--- config.mk ---
export PLATFORM = sky130hd
export DESIGN_NAME = system_control_insn_decoder
export DESIGN_NICKNAME = d
export VERILOG_FILES = /design/src/sysctl_pkg.sv /design/src/system_control_insn_decoder.sv
export SDC_FILE = /design/constraint.sdc
export NUM_CORES = 1
export LEC_CHECK = 0
export ABC_AREA = 1
export BUFFER_PORTS_ARGS = -buffer_cell sky130_fd_sc_hd__buf_4
export CORE_MARGIN = 8
export CORE_UTILIZATION = 48
export DETAILED_ROUTE_END_ITERATION = 10
export HOLD_SLACK_MARGIN = 0.05
export PLACE_DENSITY = 0.72
export SYNTH_ARGS = -nofsm -noshare
export SYNTH_HDL_FRONTEND = slang
export SYNTH_SLANG_ARGS = --single-unit
export TNS_END_PERCENT = 50
--- constraint.sdc ---
create_clock -name pclk -period 3.1 [get_ports pclk]
set_input_delay 0.155 -clock pclk [delete_from_list [all_inputs] [get_ports pclk]]
set_output_delay 0.155 -clock pclk [all_outputs]
set_load 0.01 [all_outputs]
--- src/sysctl_pkg.sv ---
// shared constants and types for the system-control instruction decoder
package sysctl_pkg;

   // ---------------------------------------------------------------
   // register map (byte addresses)
   // ---------------------------------------------------------------
   localparam logic [7:0] OFF_CTRL = 8'h00;
   localparam logic [7:0] OFF_PAGE_ENTRY_HIGH = 8'h04;
   localparam logic [7:0] OFF_FRAME = 8'h08;
   localparam logic [7:0] OFF_STATUS = 8'h0c;

   localparam int CTRL_TRANSLATION_ON = 0;
   localparam int CTRL_SINGLE_SPACE = 1;
   localparam int CTRL_DOUBLE_PRECISION = 2;
   localparam int CTRL_USER_MODE = 3;
   localparam logic [3:0] CTRL_RESET = 4'h8;

   localparam int STAT_ILLEGAL_LSB = 0;
   localparam int STAT_UNDEF_LSB = 8;
   localparam int STAT_ISSUE_LSB = 16;
   localparam int PAGE_LSB = 12;
   localparam int SPACE_ID_W = 8;

   // ---------------------------------------------------------------
   // address windows
   // ---------------------------------------------------------------
   localparam logic [31:0] ARRAYS_LO = 32'hf0000000;
   localparam logic [31:0] ARRAYS_HI = 32'hf7ffffff;
   localparam logic [31:0] SQ_LO = 32'he0000000;
   localparam logic [31:0] SQ_HI = 32'he3ffffff;

   typedef enum logic [1:0] {
      REGION_EXTERNAL = 2'h0,
      REGION_ARRAYS = 2'h1,
      REGION_STORE_QUEUE = 2'h2
   } region_e;

   // ---------------------------------------------------------------
   // decoded operations
   // ---------------------------------------------------------------
   typedef enum logic [4:0] {
      OP_NONE = 5'h00,
      OP_LOAD_STATUS = 5'h01,
      OP_LOAD_GLOBAL_BASE = 5'h02,
      OP_LOAD_VECTOR_BASE = 5'h03,
      OP_LOAD_SAVED_STATUS = 5'h04,
      OP_LOAD_SAVED_PC = 5'h05,
      OP_LOAD_DEBUG_BASE = 5'h06,
      OP_LOAD_BANKED = 5'h07,
      OP_POP_STATUS = 5'h08,
      OP_POP_BANKED = 5'h09,
      OP_LOAD_MUL_ACC_LOW = 5'h0a,
      OP_POP_LINK = 5'h0b,
      OP_STORE_ALLOC = 5'h0c,
      OP_NOP = 5'h0d,
      OP_LINE_INVAL = 5'h0e,
      OP_LINE_PURGE = 5'h0f,
      OP_LINE_WRITEBACK = 5'h10,
      OP_FILL_HINT = 5'h11,
      OP_LOGIC_OR = 5'h12,
      OP_UNDEF = 5'h13
   } op_e;

   typedef struct packed {
      logic [15:0] mask;
      logic [15:0] match;
      op_e op;
      logic priv;
      logic t_from_lsb;
      logic post_inc;
   } pat_s;

   localparam int NUM_PATS = 18;
   localparam logic [5:0] POST_INC_STEP = 6'h04;

   localparam pat_s PATS [NUM_PATS] = '{
      '{16'hf0ff, 16'h400e, OP_LOAD_STATUS, 1'b1, 1'b1, 1'b0},
      '{16'hf0ff, 16'h401e, OP_LOAD_GLOBAL_BASE, 1'b0, 1'b0, 1'b0},
      '{16'hf0ff, 16'h402e, OP_LOAD_VECTOR_BASE, 1'b1, 1'b0, 1'b0},
      '{16'hf0ff, 16'h403e, OP_LOAD_SAVED_STATUS, 1'b1, 1'b0, 1'b0},
      '{16'hf0ff, 16'h404e, OP_LOAD_SAVED_PC, 1'b1, 1'b0, 1'b0},
      '{16'hf0ff, 16'h40fa, OP_LOAD_DEBUG_BASE, 1'b1, 1'b0, 1'b0},
      '{16'hf08f, 16'h408e, OP_LOAD_BANKED, 1'b1, 1'b0, 1'b0},
      '{16'hf0ff, 16'h4007, OP_POP_STATUS, 1'b1, 1'b1, 1'b1},
      '{16'hf08f, 16'h4087, OP_POP_BANKED, 1'b1, 1'b0, 1'b1},
      '{16'hf0ff, 16'h401a, OP_LOAD_MUL_ACC_LOW, 1'b0, 1'b0, 1'b0},
      '{16'hf0ff, 16'h4026, OP_POP_LINK, 1'b0, 1'b0, 1'b1},
      '{16'hf0ff, 16'h00c3, OP_STORE_ALLOC, 1'b0, 1'b0, 1'b0},
      '{16'hffff, 16'h0009, OP_NOP, 1'b0, 1'b0, 1'b0},
      '{16'hf0ff, 16'h0093, OP_LINE_INVAL, 1'b0, 1'b0, 1'b0},
      '{16'hf0ff, 16'h00a3, OP_LINE_PURGE, 1'b0, 1'b0, 1'b0},
      '{16'hf0ff, 16'h00b3, OP_LINE_WRITEBACK, 1'b0, 1'b0, 1'b0},
      '{16'hf0ff, 16'h0083, OP_FILL_HINT, 1'b0, 1'b0, 1'b0},
      '{16'hf00f, 16'h200b, OP_LOGIC_OR, 1'b0, 1'b0, 1'b0}
   };

   localparam logic [15:0] UNDEF_FIXED = 16'hfffd;
   localparam logic [15:0] UNDEF_DP_MASK = 16'hf00f;
   localparam logic [15:0] UNDEF_DP_MATCH = 16'hf00e;

   // one decoded slot
   typedef struct packed {
      logic valid;
      op_e op;
      logic [3:0] src;
      logic [3:0] dst;
      logic [2:0] bank;
      logic priv_fault;
      logic undef;
      logic t_from_lsb;
      logic post_inc;
   } dec_s;

   // address request and answer
   typedef struct packed {
      logic req;
      logic [31:0] base;
      logic [3:0] disp;
      logic [1:0] size;
   } ea_req_s;

   typedef struct packed {
      logic valid;
      logic [31:0] phys;
      logic [SPACE_ID_W-1:0] space_id;
      logic space_valid;
      region_e region;
   } ea_ans_s;

endpackage

--- src/system_control_insn_decoder.sv ---
// decoder for system-control, cache-maintenance and address operations
`timescale 1ns/1ps

// How it works
// - translation on: effective addresses become physical
// - multi-space mode with translation on adds page-entry space identifier
// - displacement scaled by operand size
// - status-word load is privileged, T from lsb
// - global-base load is unprivileged, T untouched
// - vector, saved-pc, debug base loads privileged
// - saved-status-word load is privileged
// - banked register load, n 0..7, privileged
// - status-word pop sets T, adds four
// - banked register pop adds four, privileged
// - mul-acc-low load is unprivileged
// - link register pop adds four, unprivileged
// - store-allocate without line fill
// - no-operation changes nothing
// - three operand-line maintenance encodings recognised
// - fill hint brings block into operand cache
// - double precision makes FxxE undefined
// - f0000000-f7ffffff maps to internal arrays
// - e0000000-e3ffffff maps to store queue
// - fffd is undefined, raises exception
// - two instructions may issue together
// - two logical ors never issue together
// - every instruction word is sixteen bits
module system_control_insn_decoder #(
   parameter int INSN_W = 16,
   parameter int DISP_W = 4
) (
   input wire logic pclk,                      // core clock
   input wire logic presetn,                   // async reset, low
   input wire logic psel,                      // apb select
   input wire logic penable,                   // apb enable
   input wire logic pwrite,                    // apb direction
   input wire logic [31:0] paddr,              // apb address
   input wire logic [31:0] pwdata,             // apb write data
   output logic [31:0] prdata,                 // apb read data
   output logic pready,                        // apb ready
   output logic pslverr,                       // apb error
   input wire logic insn0_valid,               // first word present
   input wire logic [INSN_W-1:0] insn0,        // first word
   input wire logic insn1_valid,               // second word present
   input wire logic [INSN_W-1:0] insn1,        // second word
   input wire sysctl_pkg::ea_req_s ea_in,      // address request
   output sysctl_pkg::dec_s dec0,              // decoded first slot
   output sysctl_pkg::dec_s dec1,              // decoded second slot
   output logic [1:0] issue_count,             // words issued
   output logic exc_illegal,                   // privilege fault pulse
   output logic exc_undef,                     // undefined code pulse
   output sysctl_pkg::ea_ans_s ea_out          // address answer
);
   import sysctl_pkg::*;

   // ---------------------------------------------------------------
   // elaboration checks
   // ---------------------------------------------------------------
   if (INSN_W != 16) begin : g_bad_width
      $error("instruction words must be sixteen bits");
   end
   if (DISP_W < 1 || DISP_W > 8) begin : g_bad_disp
      $error("displacement width must be 1 to 8");
   end

   // ---------------------------------------------------------------
   // state
   // ---------------------------------------------------------------
   typedef struct packed {
      logic [31:0] prdata;
      logic pready;
      logic pslverr;
      logic [3:0] ctrl;
      logic [31:0] page_entry_high_reg;
      logic [31:0] frame;
      logic [7:0] illegal_cnt;
      logic [7:0] undef_cnt;
      dec_s dec0;
      dec_s dec1;
      logic [1:0] issue_count;
      logic exc_illegal;
      logic exc_undef;
      ea_ans_s ea;
   } state_s;

   state_s r;
   state_s next_r;

   // ---------------------------------------------------------------
   // decode of one word
   // ---------------------------------------------------------------
   function automatic dec_s decode(input logic [15:0] w, input logic ok,
                                   input logic user, input logic dp);
      dec_s d;
      d = '0;
      d.valid = ok;
      d.src = w[7:4];
      d.dst = w[11:8];
      d.bank = w[6:4];
      d.op = OP_NONE;
      for (int i = 0; i < NUM_PATS; i++) begin
         if ((w & PATS[i].mask) == PATS[i].match) begin
            d.op = PATS[i].op;
            d.t_from_lsb = PATS[i].t_from_lsb;
            d.post_inc = PATS[i].post_inc;
            d.priv_fault = PATS[i].priv & user;
         end
      end
      if (w == UNDEF_FIXED) begin
         d.undef = 1'b1;
      end
      if (dp && (w & UNDEF_DP_MASK) == UNDEF_DP_MATCH) begin
         d.undef = 1'b1;
      end
      if (d.undef) begin
         d.op = OP_UNDEF;
         d.t_from_lsb = 1'b0;
         d.post_inc = 1'b0;
         d.priv_fault = 1'b0;
      end
      if (d.priv_fault) begin
         d.op = OP_NONE;
         d.t_from_lsb = 1'b0;
         d.post_inc = 1'b0;
      end
      if (!ok) begin
         d = '0;
      end
      return d;
   endfunction

   // ---------------------------------------------------------------
   // address window classification
   // ---------------------------------------------------------------
   function automatic region_e classify(input logic [31:0] a);
      region_e rg;
      rg = REGION_EXTERNAL;
      if (a >= ARRAYS_LO && a <= ARRAYS_HI) begin
         rg = REGION_ARRAYS;
      end else if (a >= SQ_LO && a <= SQ_HI) begin
         rg = REGION_STORE_QUEUE;
      end
      return rg;
   endfunction

   // ---------------------------------------------------------------
   // next-state logic
   // ---------------------------------------------------------------
   logic [7:0] word_addr;
   logic mapped;
   logic do_write;
   logic user;
   logic dp;
   logic both_or;
   logic [1:0] issued;
   logic [31:0] ea_virt;
   logic [31:0] disp_ext;
   dec_s d0;
   dec_s d1;

   always_comb begin
      next_r = r;
      word_addr = paddr[7:0];
      user = r.ctrl[CTRL_USER_MODE];
      dp = r.ctrl[CTRL_DOUBLE_PRECISION];

      // apb slave: one wait state, answer on second access cycle
      mapped = (paddr[31:8] == 24'h000000) &&
               (word_addr == OFF_CTRL ||
                word_addr == OFF_PAGE_ENTRY_HIGH ||
                word_addr == OFF_FRAME ||
                word_addr == OFF_STATUS);
      do_write = psel && penable && r.pready && pwrite && mapped;
      next_r.pready = psel && penable && !r.pready;
      next_r.pslverr = psel && penable && !r.pready && !mapped;
      next_r.prdata = '0;
      if (psel && penable && !r.pready && !pwrite) begin
         case (word_addr)
            OFF_CTRL: begin
               next_r.prdata = {28'h0000000, r.ctrl};
            end
            OFF_PAGE_ENTRY_HIGH: begin
               next_r.prdata = r.page_entry_high_reg;
            end
            OFF_FRAME: begin
               next_r.prdata = r.frame;
            end
            OFF_STATUS: begin
               next_r.prdata[STAT_ILLEGAL_LSB +: 8] = r.illegal_cnt;
               next_r.prdata[STAT_UNDEF_LSB +: 8] = r.undef_cnt;
               next_r.prdata[STAT_ISSUE_LSB +: 2] = r.issue_count;
            end
            default: begin
               next_r.prdata = '0;
            end
         endcase
      end
      if (do_write) begin
         case (word_addr)
            OFF_CTRL: begin
               next_r.ctrl = pwdata[3:0];
            end
            OFF_PAGE_ENTRY_HIGH: begin
               next_r.page_entry_high_reg = pwdata;
            end
            OFF_FRAME: begin
               next_r.frame = pwdata;
            end
            default: begin
               next_r.frame = r.frame;
            end
         endcase
      end

      // instruction slots
      d0 = decode(insn0, insn0_valid, user, dp);
      d1 = decode(insn1, insn1_valid && insn0_valid, user, dp);
      both_or = d0.op == OP_LOGIC_OR && d1.op == OP_LOGIC_OR;
      // a faulting first slot must not let the second run past it
      if (!d1.valid || both_or || d0.priv_fault || d0.undef) begin
         d1 = '0;
      end
      issued = {1'b0, d0.valid} + {1'b0, d1.valid};
      next_r.dec0 = d0;
      next_r.dec1 = d1;
      next_r.issue_count = issued;
      next_r.exc_illegal = d0.priv_fault || d1.priv_fault;
      next_r.exc_undef = d0.undef || d1.undef;
      if (next_r.exc_illegal && r.illegal_cnt != 8'hff) begin
         next_r.illegal_cnt = r.illegal_cnt + 8'h01;
      end
      if (next_r.exc_undef && r.undef_cnt != 8'hff) begin
         next_r.undef_cnt = r.undef_cnt + 8'h01;
      end

      // effective address, translation and windows
      disp_ext = {{(32-DISP_W){1'b0}}, ea_in.disp[DISP_W-1:0]};
      ea_virt = ea_in.base + (disp_ext << ea_in.size);
      next_r.ea.valid = ea_in.req;
      next_r.ea.region = classify(ea_virt);
      next_r.ea.phys = ea_virt;
      next_r.ea.space_id = '0;
      next_r.ea.space_valid = 1'b0;
      if (r.ctrl[CTRL_TRANSLATION_ON]) begin
         next_r.ea.phys = {r.frame[31:PAGE_LSB],
                           ea_virt[PAGE_LSB-1:0]};
         if (!r.ctrl[CTRL_SINGLE_SPACE]) begin
            next_r.ea.space_id =
               r.page_entry_high_reg[SPACE_ID_W-1:0];
            next_r.ea.space_valid = 1'b1;
         end
      end
      // the internal windows are never translated
      if (next_r.ea.region != REGION_EXTERNAL) begin
         next_r.ea.phys = ea_virt;
      end
      if (!ea_in.req) begin
         next_r.ea = '0;
      end
   end

   // ---------------------------------------------------------------
   // registers
   // ---------------------------------------------------------------
   always_ff @(posedge pclk or negedge presetn) begin
      if (!presetn) begin
         r <= '0;
         r.ctrl <= CTRL_RESET;
      end else begin
         r <= next_r;
      end
   end

   assign prdata = r.prdata;
   assign pready = r.pready;
   assign pslverr = r.pslverr;
   assign dec0 = r.dec0;
   assign dec1 = r.dec1;
   assign issue_count = r.issue_count;
   assign exc_illegal = r.exc_illegal;
   assign exc_undef = r.exc_undef;
   assign ea_out = r.ea;

endmodule

== Word-level counts from Yosys, hierarchy flattened ==
Index checks and enable logic that the tools add are counted.
Word-level totals
  word-level logic and storage cells: 258
  input port bits: 142
  bits in registers: 208
  output and inout bits: 124
Operators by class
  $lt $le $gt $ge: 4
  shifts and indexed selects: 1
  reductions and logical operators: 34
  add/subtract/negate cells: 4
  equality and inequality tests: 47
  muxes and demuxes: 134
Operators with widths (number)
  == test 12 x 11 -> 1 bit (second input constant): 18
  == test 12 x 8 -> 1 bit (second input constant): 10
  2-to-1 mux 5 bit: 24
  2-to-1 mux 2 bit: 44
  case mux 18 bit (4 select lines): 1
  greater-or-equal comparator 32 bit (second input constant): 2
  less-or-equal comparator 32 bit (second input constant): 2
  2-to-1 mux 32 bit: 2
  2-to-1 mux 21 bit: 3
  2-to-1 mux 1 bit: 44
  2-to-1 mux 44 bit: 1
  2-to-1 mux 41 bit: 1
  == test 9 x 8 -> 1 bit (second input constant): 4
  adder 32 bit: 1
  == test 16 bit (second input constant): 2
  == test 16 x 4 -> 1 bit (second input constant): 2
  2-to-1 mux 4 bit: 8
  << shifter 4 x 2 -> 32 bit: 1
  case mux 14 bit (2 select lines): 1
  logical NOT 24 bit: 1
  adder 8 x 1 -> 8 bit (second input constant): 2
  == test 8 x 4 -> 1 bit (second input constant): 2
  == test 8 x 6 -> 1 bit (second input constant): 2
  == test 8 bit (second input constant): 2
  12 further kinds: 44

== Depth between registers and ports, before layout ==
  word-level depth: 30
  gate-level depth with buffers: 22

== Worst setup path before layout ==
Ideal clock, no wire load.
  path kind: in2reg
  start: input ea_in[0] in the netlist's numbering
  end: register r, in the netlist ea_out[32]
  data arrival time: 2593 ps
  required time: 2968 ps
  library setup time: 132 ps
  stages: 21
  setup slack: 375 ps
  path through: clkbuf_1 > inv_1 > nand2_1 > nor2_1 > ha_1 > fa_1 > nand2_1 > inv_1 > a21oi_2 > o21ai_2 > inv_2 > nor2_4 > a21boi_1 > o21bai_4 > nor2_8 > nand2_4 > nand2_4 > buf_12 > nand2_2 > nand2_1 > nor2_1
RTL lines
  from (decl): line system_control_insn_decoder.sv:46  | input wire sysctl_pkg::ea_req_s ea_in,
  to (signal assigned): line system_control_insn_decoder.sv:270  | r <= next_r;
  to (decl): line system_control_insn_decoder.sv:86  | state_s r;

==> impl_metrics.yaml <==
outcome:
  outcome: "finished, final reports clean"
final_layout:
  fin_util: 0.609
  fillers: 2131
  syn_to_final_growth_pct: 25.3
  final_area_um2: 14300
  seq_area_um2: 5060
  drive_gt1_frac: 0.221
  multi_input_area_um2: 4640
  nets: 1828
cts:
  cts_resized: 0
  cts.sinks: 202
  cts_buffer_depth: 3
  cts.reportedPaths.clkPinSlew_ns: 0.06
  ctsRootBufferMaster: "clkbuf_16"
  cts_max_level: 1
  worstSkewPairLatency_ns: 0.52
  cts_tree: "built"
  numCtsBuffers: 24
critical_path:
  cp.arrival_ns: 3.18
  crit_path_start_kind: "primary input"
  cp.required_ns: 3.46
  rrSetupSlack_ns: 0.91
  rr_worst_depth: 11
  r2r-end: "r[100]"
  endpoint_kind: "flip-flop"
  crit_type: "in -> reg"
  crit_fanout: 17
  worstReg2RegStart: "r[173]"
power:
  irDropWorstVdd_v: 0.000355
  p_leak_nw: 7.31
  powerDensity_nw_per_um2: 431
floorplanning:
  core_um2: 23400
  io_pins: 266
  die_h_um: 170
  initial_core_util: 0.486
  rows: 56
  die_x_um: 170
  die_area_um2: 28900
synthesis:
  syn_inst: 1459
  async_reset_ff_frac: 1.00
  synth-edff-count: 0
  avgSynthCellArea_um2: 7.80
  synth_cell_types: 51
  yosysWarnings: 0
  synth_commonest_cells: "nand2_1, dfrtp_1, nor2_1"
  synth-seq-cells: 202
  synth_area_leaders: "dfrtp_1, nand2_1, buf_4"
  yosysTopAreaCell: "dfrtp_1"
  synth_nets: 1612
  yosysMostFrequentCell: "nand2_1"
  synth_area_um2: 11400
  post-synth-top-area-fraction: 0.442
  ys.flop_type: "dfrtp_1"
  ys_seq_area_frac: 0.444
sta:
  max_freq_mhz: 355
  slew_violations: 0
  hold_violations: 0
  hold_slack_ns: 0.0713
  final.setup.tns_ns: 0
  rsz0062_at_grt: "false"
  fin_skew_ns: 0.0179
  setup-violations-final: 0
  period_minus_slack_ns: 2.82
  worst_pin_slew_ns: 1.03
  min_period_over_period: 0.909
  slew_headroom: 0.311
run:
  max_cap_violations: 0
placement:
  io_buffer_count: 265
  hpwlAfterDp_um: 24900
  gp_congestion: 0.974
  dpl_cell_area_um2: 12800
route:
  vias: 10100
  drc: 0
  wirelength_um: 33200
  first_pass_iters: 5
  routedWlPerCell_um: 16.5
  viasPerCell: 5.04
  ant_nets: 0
  drtIter0Drc: 715
global_route:
  grt_usage: 0.227
  grt_pass1_vias: 10200
  antenna_found_initial: 1
  grt-ovfl-total: 0
  grt_max_degree: 87
  grt_pass1_wl_um: 53200
hold_path:
  min_to: "ea_out[25]"
  hold_class: "in -> reg"
  min_from: "ea_in[20]"
  worstHoldPathCells: 5
==> area by class of cell <==
type | count | share of cell area
Tap cell | 319 | 0.0280
Clock buffer | 31 | 0.0475
Antenna cell | 1 | 0.000176
Timing Repair Buffer | 345 | 0.194
Sequential cell | 202 | 0.355
Inverter | 163 | 0.0429
Clock inverter | 7 | 0.00676
Multi-Input combinational cell | 939 | 0.326
==> cells by family (layout without fill, tap and decap cells) <==
kind of cell	after synthesis	after routing	synth area share
fa+ha+maj	11	11	0.0128
simple gates	716	716	0.280
compound gates	181	181	0.0908
xor+xnor	27	27	0.0208
flops	202	202	0.444
buf+inv	318	546	0.147
mux	4	4	0.00352
other cells	0	1	0
==> per-stage QoR <==
step	setup slack [ns]	instances	total power, mW
after global routing	0.0346	2007	6.37
final	0.283	2007	6.14
after floorplan	0.375	1459	3.03
after CTS	0.299	2006	6.20
after global placement	0.218	1900	3.34
after detailed placement	0.133	1900	3.34
==> critical path, cell delays in order <==
cell and delay (ns):
dlygate4sd3_1 0.54, buf_4 0.13, ha_1 0.22, fa_1 0.39
nand2_1 0.11, inv_1 0.07, a21oi_2 0.22, o21ai_2 0.11
inv_2 0.09, nor2_4 0.05, a21boi_1 0.27, o21bai_4 0.11
nor2_8 0.15, nand2_4 0.07, nand2_4 0.22, inv_1 0.14
nand2_1 0.08, nor2_1 0.04
==> layout by cell type (no fill, tap or decap), types with 24 or more instances in the layout <==
| cell type | n |
|---|---|
| nor2_1 | 171 |
| nand2_1 | 347 |
| nand3_1 | 88 |
| dfrtp_1 | 201 |
| nor3_1 | 32 |
| inv_1 | 154 |
| o21ai_0 | 54 |
| dlygate4sd3_1 | 68 |
| a21oi_1 | 30 |
| buf_4 | 276 |
| clkbuf_16 | 24 |
| o21ai_1 | 58 |
==> flip-flops by register name, summed over array words and instances, names as in the netlist <==
name	cells
pready	1
dec1	18
r	83
dec0	18
issue_count	2
exc_illegal	1
pslverr	1
dp	1
ea_out	44
exc_undef	1
prdata	32
==> worst max-delay path by stage <==
stage	from	end	slack, ns
finish	ea_in[6]	ea_out[38]	0.28
global route	ea_in[6]	ea_out[38]	0.03
CTS	ea_in[6]	ea_out[38]	0.30
detailed placement	ea_in[0]	ea_out[38]	0.13
global placement	ea_in[0]	ea_out[38]	0.22
floorplan	ea_in[0]	ea_out[32]	0.38
==> power by group <==
part	switching (mW)	total [mW]	internal, mW
Sequential	0.0162	2.69	2.67
Clock	1.08	2.77	1.69
Combinational	0.373	0.678	0.305
==> layer usage <==
metal	routed length (um)	global-route usage	part of all wire	vias to the layer above
met5	0	0	0	-
met4	651	0.0561	0.020	0
met3	2620	0.0482	0.079	48
met2	16100	0.389	0.48	346
met1	13800	0.290	0.42	4735
li1	-	-	-	4977
==> repair_timing <==
action,CTS,global route
hold endpoints to repair,188,0
hold buffers,68,0
endpoints found under the setup margin,0,0
buffers inserted,0,0
Note: power is estimated with default switching activity, not from simulation.
